File: src/include/qrwpp_pkg.sv
/*
 * qrwpp_pkg: opcodes, phase lengths, field positions, reset values,
 * timing counts and the sequencer state type of the quad read / wrap /
 * page program block. Assumes a 4 ns core clock.
 */
package qrwpp_pkg;

  // command codes
  localparam logic [7:0] OP_WORD_RD = 8'hE7;
  localparam logic [7:0] OP_OCT_RD = 8'hE3;
  localparam logic [7:0] OP_SET_WRAP = 8'h77;
  localparam logic [7:0] OP_PROG = 8'h02;
  localparam logic [7:0] OP_WR_EN = 8'h06;
  localparam logic [7:0] OP_WR_DIS = 8'h04;
  localparam logic [7:0] OP_RD_STAT = 8'h05;

  // serial clocks per phase
  localparam logic [5:0] N_CMD = 6'd8;
  localparam logic [5:0] N_QADDR = 6'd6;
  localparam logic [5:0] N_SADDR = 6'd24;
  localparam logic [5:0] N_MODE = 6'd2;
  localparam logic [5:0] N_WORD_DUMMY = 6'd2;
  localparam logic [5:0] N_WRAP = 6'd8;
  localparam logic [5:0] N_BYTE = 6'd8;

  // fields
  localparam logic [1:0] MODE_CONT = 2'b10;
  localparam int MODE_PAIR_LSB = 4;
  localparam int WRAP_FLD_LSB = 4;
  localparam int WRAP_DIS_POS = 0;
  localparam logic [2:0] WRAP_RST = 3'b001;
  localparam logic [23:0] WRAP_MIN_BYTES = 24'h000008;
  localparam int STAT_BUSY_POS = 0;
  localparam int STAT_WEL_POS = 1;

  // timing
  localparam int CLK_NS = 4;
  localparam int T_PROG_NS = 700000;
  localparam int PROG_CYCLES_DEF = (T_PROG_NS + CLK_NS - 1) / CLK_NS;

  // page staging
  localparam int FIFO_W = 16;
  localparam int FIFO_D = 16;
  localparam int PAGE_BYTES = 256;

  typedef enum logic [9:0] {
    ST_IDLE = 10'b0000000001,
    ST_CMD = 10'b0000000010,
    ST_ADDR = 10'b0000000100,
    ST_MODE = 10'b0000001000,
    ST_DUMMY = 10'b0000010000,
    ST_RDATA = 10'b0000100000,
    ST_WRAP = 10'b0001000000,
    ST_PDATA = 10'b0010000000,
    ST_STAT = 10'b0100000000,
    ST_IGNORE = 10'b1000000000
  } qrwpp_state_t;

endpackage

File: src/core/qrwpp_core.sv
/*
 * qrwpp_core: serial command handling for quad word reads, octal word
 * reads, burst wrap setting, status read and single-lane page program.
 * Assumes SCLK, CS_N and IO lines are asynchronous pins (mode 0, SCLK
 * far slower than CORE_CLK), a byte memory answering RD_ADDR on RD_DATA
 * within a few core cycles, and a program sink on PROG_*.
 */
`timescale 1ns/100ps
module qrwpp_core #(
  parameter int PROG_CYCLES = qrwpp_pkg::PROG_CYCLES_DEF
) (
  input wire logic CORE_CLK,
  input wire logic RST,
  input wire logic SCLK,
  input wire logic CS_N,
  input wire logic [3:0] IO_IN,
  output logic [3:0] IO_OUT,
  output logic [3:0] IO_OE_N,
  input wire logic QUAD_EN,
  input wire logic PROT_EN,
  input wire logic [15:0] PROT_FIRST,
  input wire logic [15:0] PROT_LAST,
  output logic [23:0] RD_ADDR,
  input wire logic [7:0] RD_DATA,
  output logic PROG_VALID,
  input wire logic PROG_READY,
  output logic [23:0] PROG_ADDR,
  output logic [7:0] PROG_DATA,
  output logic BUSY,
  output logic WRITE_ENABLE_LATCH,
  output logic CONT_READ,
  output logic [2:0] WRAP_SET
);
  import qrwpp_pkg::*;

  logic [2:0] sclk_s;
  logic [2:0] cs_s;
  logic [3:0] io_s1;
  logic [3:0] io_s2;
  qrwpp_state_t state_q;
  logic [5:0] cnt_q;
  logic [31:0] sh_q;
  logic [31:0] sh_d;
  logic lane4_q;
  logic [7:0] cmd_q;
  logic [7:0] cont_cmd_q;
  logic cont_q;
  logic [2:0] wrap_q;
  logic wel_q;
  logic busy_q;
  logic busy_d;
  logic half_q;
  logic [2:0] sidx_q;
  logic [23:0] rd_addr_q;
  logic [3:0] io_out_q;
  logic [3:0] io_oe_n_q;
  logic [7:0] off_q;
  logic [15:0] page_q;
  logic nb_q;
  logic ovf_q;
  logic [31:0] timer_q;
  logic pend_q;
  logic walk_q;
  logic [8:0] idx_q;
  logic pv_q;
  logic [23:0] pa_q;
  logic [7:0] pd_q;
  logic [7:0] pbuf [PAGE_BYTES];
  logic [PAGE_BYTES-1:0] pmark_q;
  logic rise;
  logic fall;
  logic cs_fall;
  logic cs_rise;
  logic done;
  logic [23:0] addr_c;
  logic [7:0] stat_c;
  logic push_v;
  logic f_in_ready;
  logic f_out_valid;
  logic f_out_ready;
  logic [15:0] f_out_data;
  logic commit;
  logic prog_end;

  // serial clocks in the current phase
  function automatic logic [5:0] phase_len(qrwpp_state_t s, logic l4);
    unique case (s)
      ST_ADDR: phase_len = l4 ? N_QADDR : N_SADDR;
      ST_MODE: phase_len = N_MODE;
      ST_DUMMY: phase_len = N_WORD_DUMMY;
      ST_WRAP: phase_len = N_WRAP;
      default: phase_len = N_BYTE;
    endcase
  endfunction

  // next read address, looping inside the wrap section when enabled
  function automatic logic [23:0] nxt_addr(logic [23:0] a, logic wrap, logic [1:0] len);
    logic [23:0] m;
    logic [23:0] inc;
    m = (WRAP_MIN_BYTES << len) - 24'h000001;
    inc = a + 24'h000001;
    nxt_addr = wrap ? ((a & ~m) | (inc & m)) : inc;
  endfunction

  // page falls inside the protected range
  function automatic logic in_prot(logic [15:0] pg, logic en, logic [15:0] lo, logic [15:0] hi);
    in_prot = en & (pg >= lo) & (pg <= hi);
  endfunction

  // pin synchronisers, third stage only for edge finding
  always_ff @(posedge CORE_CLK or posedge RST) begin
    if (RST) begin
      sclk_s <= 3'h0;
      cs_s <= 3'h7;
      io_s1 <= 4'h0;
      io_s2 <= 4'h0;
    end else begin
      sclk_s <= {sclk_s[1:0], SCLK};
      cs_s <= {cs_s[1:0], CS_N};
      io_s1 <= IO_IN;
      io_s2 <= io_s1;
    end
  end

  // edge events and decoded values
  assign rise = sclk_s[1] & ~sclk_s[2] & ~cs_s[1];
  assign fall = ~sclk_s[1] & sclk_s[2] & ~cs_s[1];
  assign cs_fall = ~cs_s[1] & cs_s[2];
  assign cs_rise = cs_s[1] & ~cs_s[2];
  assign sh_d = lane4_q ? {sh_q[27:0], io_s2} : {sh_q[30:0], io_s2[0]};
  assign done = rise & (cnt_q == phase_len(state_q, lane4_q) - 6'd1);
  assign stat_c = {6'h00, wel_q, busy_q};

  // address as taken, low bits forced for word and octal reads
  always_comb begin
    addr_c = sh_d[23:0];
    if (cmd_q == OP_OCT_RD) begin
      addr_c[3:0] = 4'h0;
    end else if (cmd_q == OP_WORD_RD) begin
      addr_c[0] = 1'b0;
    end
  end

  // command sequencer on serial clock edges
  always_ff @(posedge CORE_CLK or posedge RST) begin
    if (RST) begin
      state_q <= ST_IDLE;
      cnt_q <= 6'd0;
      sh_q <= 32'h00000000;
      lane4_q <= 1'b0;
      cmd_q <= 8'h00;
    end else if (cs_rise) begin
      state_q <= ST_IDLE;
    end else if (cs_fall) begin
      cnt_q <= 6'd0;
      sh_q <= 32'h00000000;
      if (cont_q && !busy_q) begin
        state_q <= ST_ADDR; // address taken at once
        lane4_q <= 1'b1;
        cmd_q <= cont_cmd_q;
      end else begin
        state_q <= ST_CMD;
        lane4_q <= 1'b0;
      end
    end else if (rise) begin
      sh_q <= sh_d;
      cnt_q <= done ? 6'd0 : cnt_q + 6'd1;
      if (done) begin
        unique case (state_q)
          ST_CMD: begin
            cmd_q <= sh_d[7:0];
            lane4_q <= 1'b1;
            state_q <= ST_IGNORE;
            if ((sh_d[7:0] == OP_WORD_RD || sh_d[7:0] == OP_OCT_RD) && QUAD_EN && !busy_q) begin
              state_q <= ST_ADDR;
            end else if (sh_d[7:0] == OP_SET_WRAP && !busy_q) begin
              state_q <= ST_WRAP;
            end else if (sh_d[7:0] == OP_PROG && wel_q && !busy_q) begin
              state_q <= ST_ADDR;
              lane4_q <= 1'b0;
            end else if (sh_d[7:0] == OP_RD_STAT) begin
              state_q <= ST_STAT; // allowed while busy
            end
          end
          ST_ADDR: state_q <= (cmd_q == OP_PROG) ? ST_PDATA : ST_MODE;
          ST_MODE: state_q <= (cmd_q == OP_OCT_RD) ? ST_RDATA : ST_DUMMY;
          ST_DUMMY: state_q <= ST_RDATA;
          ST_WRAP: state_q <= ST_IGNORE;
          default: state_q <= state_q;
        endcase
      end
    end
  end

  // write enable latch, continuous read state and wrap setting
  always_ff @(posedge CORE_CLK or posedge RST) begin
    if (RST) begin
      wel_q <= 1'b0;
      cont_q <= 1'b0;
      cont_cmd_q <= 8'h00;
      wrap_q <= WRAP_RST;
    end else begin
      if (done && state_q == ST_CMD && sh_d[7:0] == OP_WR_EN && !busy_q) begin
        wel_q <= 1'b1;
      end else if (prog_end) begin
        wel_q <= 1'b0;
      end else if (done && state_q == ST_CMD && sh_d[7:0] == OP_WR_DIS && !busy_q) begin
        wel_q <= 1'b0;
      end
      if (done && state_q == ST_MODE) begin
        // low nibble ignored, kept across deselect
        cont_q <= (sh_d[MODE_PAIR_LSB+:2] == MODE_CONT);
        cont_cmd_q <= cmd_q;
      end
      if (done && state_q == ST_WRAP) begin
        // one register, applied to word reads only; octal reads never wrap
        wrap_q <= sh_d[WRAP_FLD_LSB+:3];
      end
    end
  end

  // read address, data nibbles and status bits onto the IO lines
  always_ff @(posedge CORE_CLK or posedge RST) begin
    if (RST) begin
      rd_addr_q <= 24'h000000;
      io_out_q <= 4'h0;
      io_oe_n_q <= 4'hF;
      half_q <= 1'b0;
      sidx_q <= 3'h0;
    end else if (cs_rise || cs_fall) begin
      io_oe_n_q <= 4'hF;
      half_q <= 1'b0;
      sidx_q <= 3'h0;
    end else if (done && state_q == ST_ADDR) begin
      rd_addr_q <= addr_c;
    end else if (fall && state_q == ST_RDATA) begin
      io_oe_n_q <= 4'h0; // driven from first data fall
      half_q <= ~half_q;
      if (!half_q) begin
        io_out_q <= RD_DATA[7:4];
      end else begin
        io_out_q <= RD_DATA[3:0];
        rd_addr_q <= nxt_addr(rd_addr_q, (cmd_q == OP_WORD_RD) & ~wrap_q[WRAP_DIS_POS],
                              wrap_q[2:1]);
      end
    end else if (fall && state_q == ST_STAT) begin
      io_oe_n_q <= 4'hD;
      io_out_q <= {2'b00, stat_c[3'd7 - sidx_q], 1'b0};
      sidx_q <= sidx_q + 3'h1;
    end
  end

  // data bytes of a program command into the staging FIFO
  assign push_v = done & (state_q == ST_PDATA);
  assign commit = cs_rise & (state_q == ST_PDATA) & (cnt_q == 6'd0) & nb_q & ~ovf_q & wel_q
                  & ~in_prot(page_q, PROT_EN, PROT_FIRST, PROT_LAST);

  always_ff @(posedge CORE_CLK or posedge RST) begin
    if (RST) begin
      off_q <= 8'h00;
      page_q <= 16'h0000;
      nb_q <= 1'b0;
      ovf_q <= 1'b0;
    end else if (done && state_q == ST_ADDR && cmd_q == OP_PROG) begin
      off_q <= sh_d[7:0];
      page_q <= sh_d[23:8];
      nb_q <= 1'b0;
      ovf_q <= 1'b0;
    end else if (push_v) begin
      off_q <= off_q + 8'h01; // wraps to page start
      nb_q <= 1'b1;
      if (!f_in_ready) begin
        ovf_q <= 1'b1;
      end
    end
  end

  qrwpp_fifo #(
    .W(FIFO_W),
    .D(FIFO_D)
  ) u_fifo (
    .clk(CORE_CLK),
    .rst(RST),
    .in_valid(push_v),
    .in_ready(f_in_ready),
    .in_data({off_q, sh_d[7:0]}),
    .out_valid(f_out_valid),
    .out_ready(f_out_ready),
    .out_data(f_out_data)
  );

  // page image; later bytes at the same offset overwrite earlier ones
  assign f_out_ready = ~walk_q;

  always_ff @(posedge CORE_CLK) begin
    if (f_out_valid && f_out_ready) begin
      pbuf[f_out_data[15:8]] <= f_out_data[7:0];
    end
  end

  always_ff @(posedge CORE_CLK or posedge RST) begin
    if (RST) begin
      pmark_q <= '0;
    end else if (done && state_q == ST_ADDR && cmd_q == OP_PROG) begin
      pmark_q <= '0;
    end else if (f_out_valid && f_out_ready) begin
      pmark_q[f_out_data[15:8]] <= 1'b1;
    end
  end

  // self-timed program cycle and write-back of marked bytes
  assign busy_d = commit | (timer_q != 32'h0) | pend_q | walk_q | pv_q;
  assign prog_end = busy_q & ~busy_d;

  always_ff @(posedge CORE_CLK or posedge RST) begin
    if (RST) begin
      timer_q <= 32'h0;
      pend_q <= 1'b0;
      walk_q <= 1'b0;
      idx_q <= 9'h000;
      pv_q <= 1'b0;
      pa_q <= 24'h000000;
      pd_q <= 8'h00;
      busy_q <= 1'b0;
    end else begin
      busy_q <= busy_d;
      if (commit) begin
        timer_q <= PROG_CYCLES[31:0];
        pend_q <= 1'b1;
      end else if (timer_q != 32'h0) begin
        timer_q <= timer_q - 32'h1;
      end
      if (pend_q && !f_out_valid) begin
        pend_q <= 1'b0;
        walk_q <= 1'b1;
        idx_q <= 9'h000;
      end else if (walk_q) begin
        if (pv_q) begin
          pv_q <= ~PROG_READY;
        end else if (idx_q[8]) begin
          walk_q <= 1'b0;
        end else begin
          pv_q <= pmark_q[idx_q[7:0]];
          pa_q <= {page_q, idx_q[7:0]};
          pd_q <= pbuf[idx_q[7:0]];
          idx_q <= idx_q + 9'h001;
        end
      end
    end
  end

  // top outputs, all from flip-flops
  assign IO_OUT = io_out_q;
  assign IO_OE_N = io_oe_n_q;
  assign RD_ADDR = rd_addr_q;
  assign PROG_VALID = pv_q;
  assign PROG_ADDR = pa_q;
  assign PROG_DATA = pd_q;
  assign BUSY = busy_q;
  assign WRITE_ENABLE_LATCH = wel_q;
  assign CONT_READ = cont_q;
  assign WRAP_SET = wrap_q;
endmodule

File: src/core/qrwpp_fifo.sv
/*
 * qrwpp_fifo: synchronous FIFO with valid/ready on both sides.
 * Assumes one clock shared by producer and consumer.
 */
`timescale 1ns/100ps
module qrwpp_fifo #(
  parameter int W = 16,
  parameter int D = 16
) (
  input wire logic clk,
  input wire logic rst,
  input wire logic in_valid,
  output logic in_ready,
  input wire logic [W-1:0] in_data,
  output logic out_valid,
  input wire logic out_ready,
  output logic [W-1:0] out_data
);
  localparam int AW = $clog2(D);

  logic [W-1:0] mem [D];
  logic [AW-1:0] wr_q;
  logic [AW-1:0] rd_q;
  logic [AW:0] cnt_q;
  logic push;
  logic pop;

  // handshakes and flags
  assign in_ready = (cnt_q != D[AW:0]);
  assign out_valid = (cnt_q != '0);
  assign push = in_valid & in_ready;
  assign pop = out_valid & out_ready;
  assign out_data = mem[rd_q];

  // storage
  always_ff @(posedge clk) begin
    if (push) begin
      mem[wr_q] <= in_data;
    end
  end

  // pointers and fill level
  always_ff @(posedge clk or posedge rst) begin
    if (rst) begin
      wr_q <= '0;
      rd_q <= '0;
      cnt_q <= '0;
    end else begin
      if (push) begin
        wr_q <= wr_q + 1'b1;
      end
      if (pop) begin
        rd_q <= rd_q + 1'b1;
      end
      cnt_q <= cnt_q + {{AW{1'b0}}, push} - {{AW{1'b0}}, pop};
    end
  end
endmodule

File: config.mk
export PLATFORM = sky130hd
export DESIGN_NAME = qrwpp_core
export DESIGN_NICKNAME = d
export VERILOG_FILES = /design/src/include/qrwpp_pkg.sv /design/src/core/qrwpp_core.sv /design/src/core/qrwpp_fifo.sv
export SDC_FILE = /design/constraint.sdc
export NUM_CORES = 2
export LEC_CHECK = 0
export BUFFER_PORTS_ARGS = -buffer_cell sky130_fd_sc_hd__buf_2
export CAP_MARGIN = 40
export CELL_PAD_IN_SITES_DETAIL_PLACEMENT = 1
export CELL_PAD_IN_SITES_GLOBAL_PLACEMENT = 1
export CORE_AREA = 2 2 497 499
export CTS_CLUSTER_DIAMETER = 30
export DETAILED_ROUTE_END_ITERATION = 12
export DIE_AREA = 0 0 499 501
export PLACE_DENSITY = 0.65
export SLEW_MARGIN = 20
export SYNTH_ARGS = -nofsm -noshare
export SYNTH_HDL_FRONTEND = slang
export SYNTH_SLANG_ARGS = --single-unit
File: constraint.sdc
create_clock -name CORE_CLK -period 32.7 [get_ports CORE_CLK]
set_input_delay 9.81 -clock CORE_CLK [delete_from_list [all_inputs] [get_ports CORE_CLK]]
set_output_delay 9.81 -clock CORE_CLK [all_outputs]
set_load 0.02 [all_outputs]
==> impl_metrics.toml <==
[finish]
fin_nets = 7052
stdcell_count = 10628
final_cell_area_um2 = 138000
drive_above_1_share_pct = 29.2
area_delta_synth_final_pct = 23.5

[synthesis]
synth_adder_area_share_pct = 0.620
synth_cell_type_count = 100
synth_area_leaders = "edfxtp_1 (62%), mux4_2 (12%), dfrtp_1 (11%)"
synthMuxAreaShare_pct = 14.8
yosys_warnings = 0
synth_simple_gate_area_share_pct = 4.16
synthFlopType = "edfxtp_1"
synthCells = 6158
synth_commonest_cells = "edfxtp_1 (2304), mux4_2 (585), dfrtp_1 (474)"
synth_nets = 6264
async_reset_ff_share_pct = 17.3
synthXorXnorAreaFrac_pct = 0.430
synth_top_family_by_area = "multiplexers"
synth-edff-count = 2304
synth_top_area_share_pct = 61.7
netlist_area_um2 = 112000
synth_compound_area_share_pct = 5.67
ys_ff_latch = 2785
synth.largest_area_cell = "edfxtp_1"
synth_seq_area_share_pct = 72.4
synth_most_common_cell = "edfxtp_1"
post_synth.cell_area_avg_um2 = 18.2

[clocking]
ctsResizeCount = 0
insertion_delay_ns = 0.99
cts_hold_buf = 0
cts_tree = "yes"
cts.sinks = 2785
clk_path_buf_depth = 4
cts_setup_buffers = 0
cts.clk_slew.worst_paths_ns = 0.04
htree_levels = 6
numCtsBuffers = 571
cts_root_buf = "clkbuf_16"

[worst_setup_path]
rr_startpoint = "state_q[1]$_DFFE_PP0P_"
crit_buf_inv = 1
cp_top_family = "flip-flops"
path_cells = "buf_2"
cp.required_ns = 22.89
worst-path-max-fanout = 7
critPathArrivalTime_ns = 1.88
cpMaxStageDelayCell = "dfrtp_1"
endpoint_kind = "output pin"
startpoint = "PROG_VALID$_DFFE_PP0P_"
crit_type = "flop to output pin"
start_kind = "flop"
max_stage_delay_ns = 0.64

[floorplanning]
dieArea_um2 = 250000
initial_utilization_pct = 45.8
io_pins = 122
die_width_um = 499
core_um2 = 245000
rows = 182
die_h_um = 501

[sta]
final_max_slew_viol_count = 0
rsz0062_at_grt = "no"
max_slew.worst_pin.slew_ns = 1.15
setup_viol = 0
fin_crit_sh_pct = 35.8
fin_ws_ns = 21.01
clock-skew-final_ns = 0.0959
slew_headroom_pct = 23.3
max_freq_mhz = 85.5
period_needed_ns = 11.69
fin_setup_tns_ns = 0
hold_viol = 0

[drt]
drt_wl_total_mm = 346
num_vias = 65151
dr.pass1.iters = 5
antenna_left = 0
wire_per_inst_um = 32.5
drc_errors = 0
drt-initial-drc-count = 6737
avgViaCountPerCell = 6.13

[placement]
numPortBuffers = 121
place_inst = 9551
pre_cts_ws_ns = 20.26
dpl_cell_area_um2 = 119000
hpwl_mm = 210
place_congestion = 0.823

[pwr]
ir_drop_mv = 0.0498
p_leak_nw = 45.9
p_per_area_nw_per_um2 = 69.9

[global_routing]
grt_max_degree = 240
antenna_found_initial = 14
grt_pass1_wl_mm = 501
first_global_vias = 69292
grt_usage_pct = 27.7
grt_overflow_total = 0

[outcome]
outcome = "finished clean"

[hold_path]
min_path_type = "flop to flop"
hp-start = "sclk_s[0]$_DFF_PP0_"

[run]
max_cap_violations = 0
## routing by layer
metal	vias to the layer above	wire length (um)	global-route usage [%]
li1	26562	-	-
met1	34900	137000	36.8
met2	3015	168000	44.6
met3	670	27900	5.84
met4	4	13400	11.2
met5	-	26	0
## sequential cells by signal, summed over array words and instances, names as in the netlist, 5 cells and up, named ones only
register / count
pmark_q: 256
timer_q: 32
page_q: 16
pbuf: 2048
u_fifo.cnt_q: 5
PROG_ADDR: 24
PROG_DATA: 8
state_q: 10
sh_q: 23
idx_q: 9
cnt_q: 6
cont_cmd_q: 8
off_q: 8
cmd_q: 8
u_fifo.mem: 256
## cell usage in the layout (no fill, tap or decap), types with 17 or more instances in the layout
cell,synthesis,routed
clkinv_1,5,57
inv_6,0,22
clkbuf_16,0,587
nand2b_1,22,20
buf_4,53,359
ha_1,54,54
mux2i_1,282,282
a211oi_1,22,22
nand3_1,46,46
xnor2_1,32,32
o21ai_0,138,138
buf_12,0,20
nor2b_1,23,22
edfxtp_1,2304,2304
and3_1,17,17
clkbuf_1,161,75
o22ai_1,74,74
xor2_1,23,23
mux2_2,58,58
inv_1,75,74
mux4_2,585,577
a21o_1,22,22
clkinv_2,0,80
nand4_1,26,26
nor3_1,54,54
clkinv_4,0,29
clkinvlp_4,0,54
a21oi_1,116,116
buf_2,71,133
clkbuf_8,0,39
nor4_1,29,28
o21a_1,267,267
o221ai_1,105,105
and2_1,32,31
nor2_1,391,388
buf_6,24,21
nand2_1,283,282
bufinv_16,0,73
dfrtp_1,474,466
a31oi_1,18,18
## report_power, final
| group | internal, mW | switching, mW |
|---|---|---|
| Sequential | 3.81 | 0.00378 |
| Clock | 3.94 | 1.88 |
| Combinational | 0.0118 | 0.0289 |
| Total | 7.76 | 1.92 |
## worst paths after layout
path,depth (start not counted),end,slack [ns]
worst max-delay path,1,PROG_VALID,21.01
worst min-delay path,0,sclk_s[1]$_DFF_PP0_,0.35
worst max register to register,15,pmark_q[165]$_DFFE_PP0P_,26.64
worst min register to register,0,sclk_s[1]$_DFF_PP0_,0.35
max in group asynchronous,5,idx_q[2]$_DFFE_PP0P_,21.82
min in group asynchronous,2,io_s1[0]$_DFF_PP0_,8.81
## metrics by stage
step           total power [mW]  utilization (%)  hold slack, ns
5_1_grt                    9.91             56.6           0.365
3_5_place_dp               3.92             48.4           0.345
3_3_place_gp               3.91             47.5           0.336
4_1_cts                    9.74             56.3           0.356
6_report                   9.68             56.6           0.350
2_1_floorplan              3.90                -           0.331
## final cells by class
| cell class | count | area, um^2 |
|---|---|---|
| Antenna cell | 9 | 22.5 |
| Clock buffer | 701 | 15500 |
| Clock inverter | 325 | 3880 |
| Fill cell | 21493 | 106000 |
| Inverter | 81 | 323 |
| Multi-Input combinational cell | 2948 | 28900 |
| Sequential cell | 2785 | 81300 |
| Tap cell | 3220 | 4030 |
| Timing Repair Buffer | 559 | 4540 |
## kinds of logic after synthesis
group                      after synthesis
AOI/OAI and AO/OA                      902
xor gates and xnor gates                55
adders and majority gates               55
buffers and inverters                  425
DFF                                   2785
muxes                                  925
and+or+nand+nor                       1011
(Power assumes the default switching activity.)
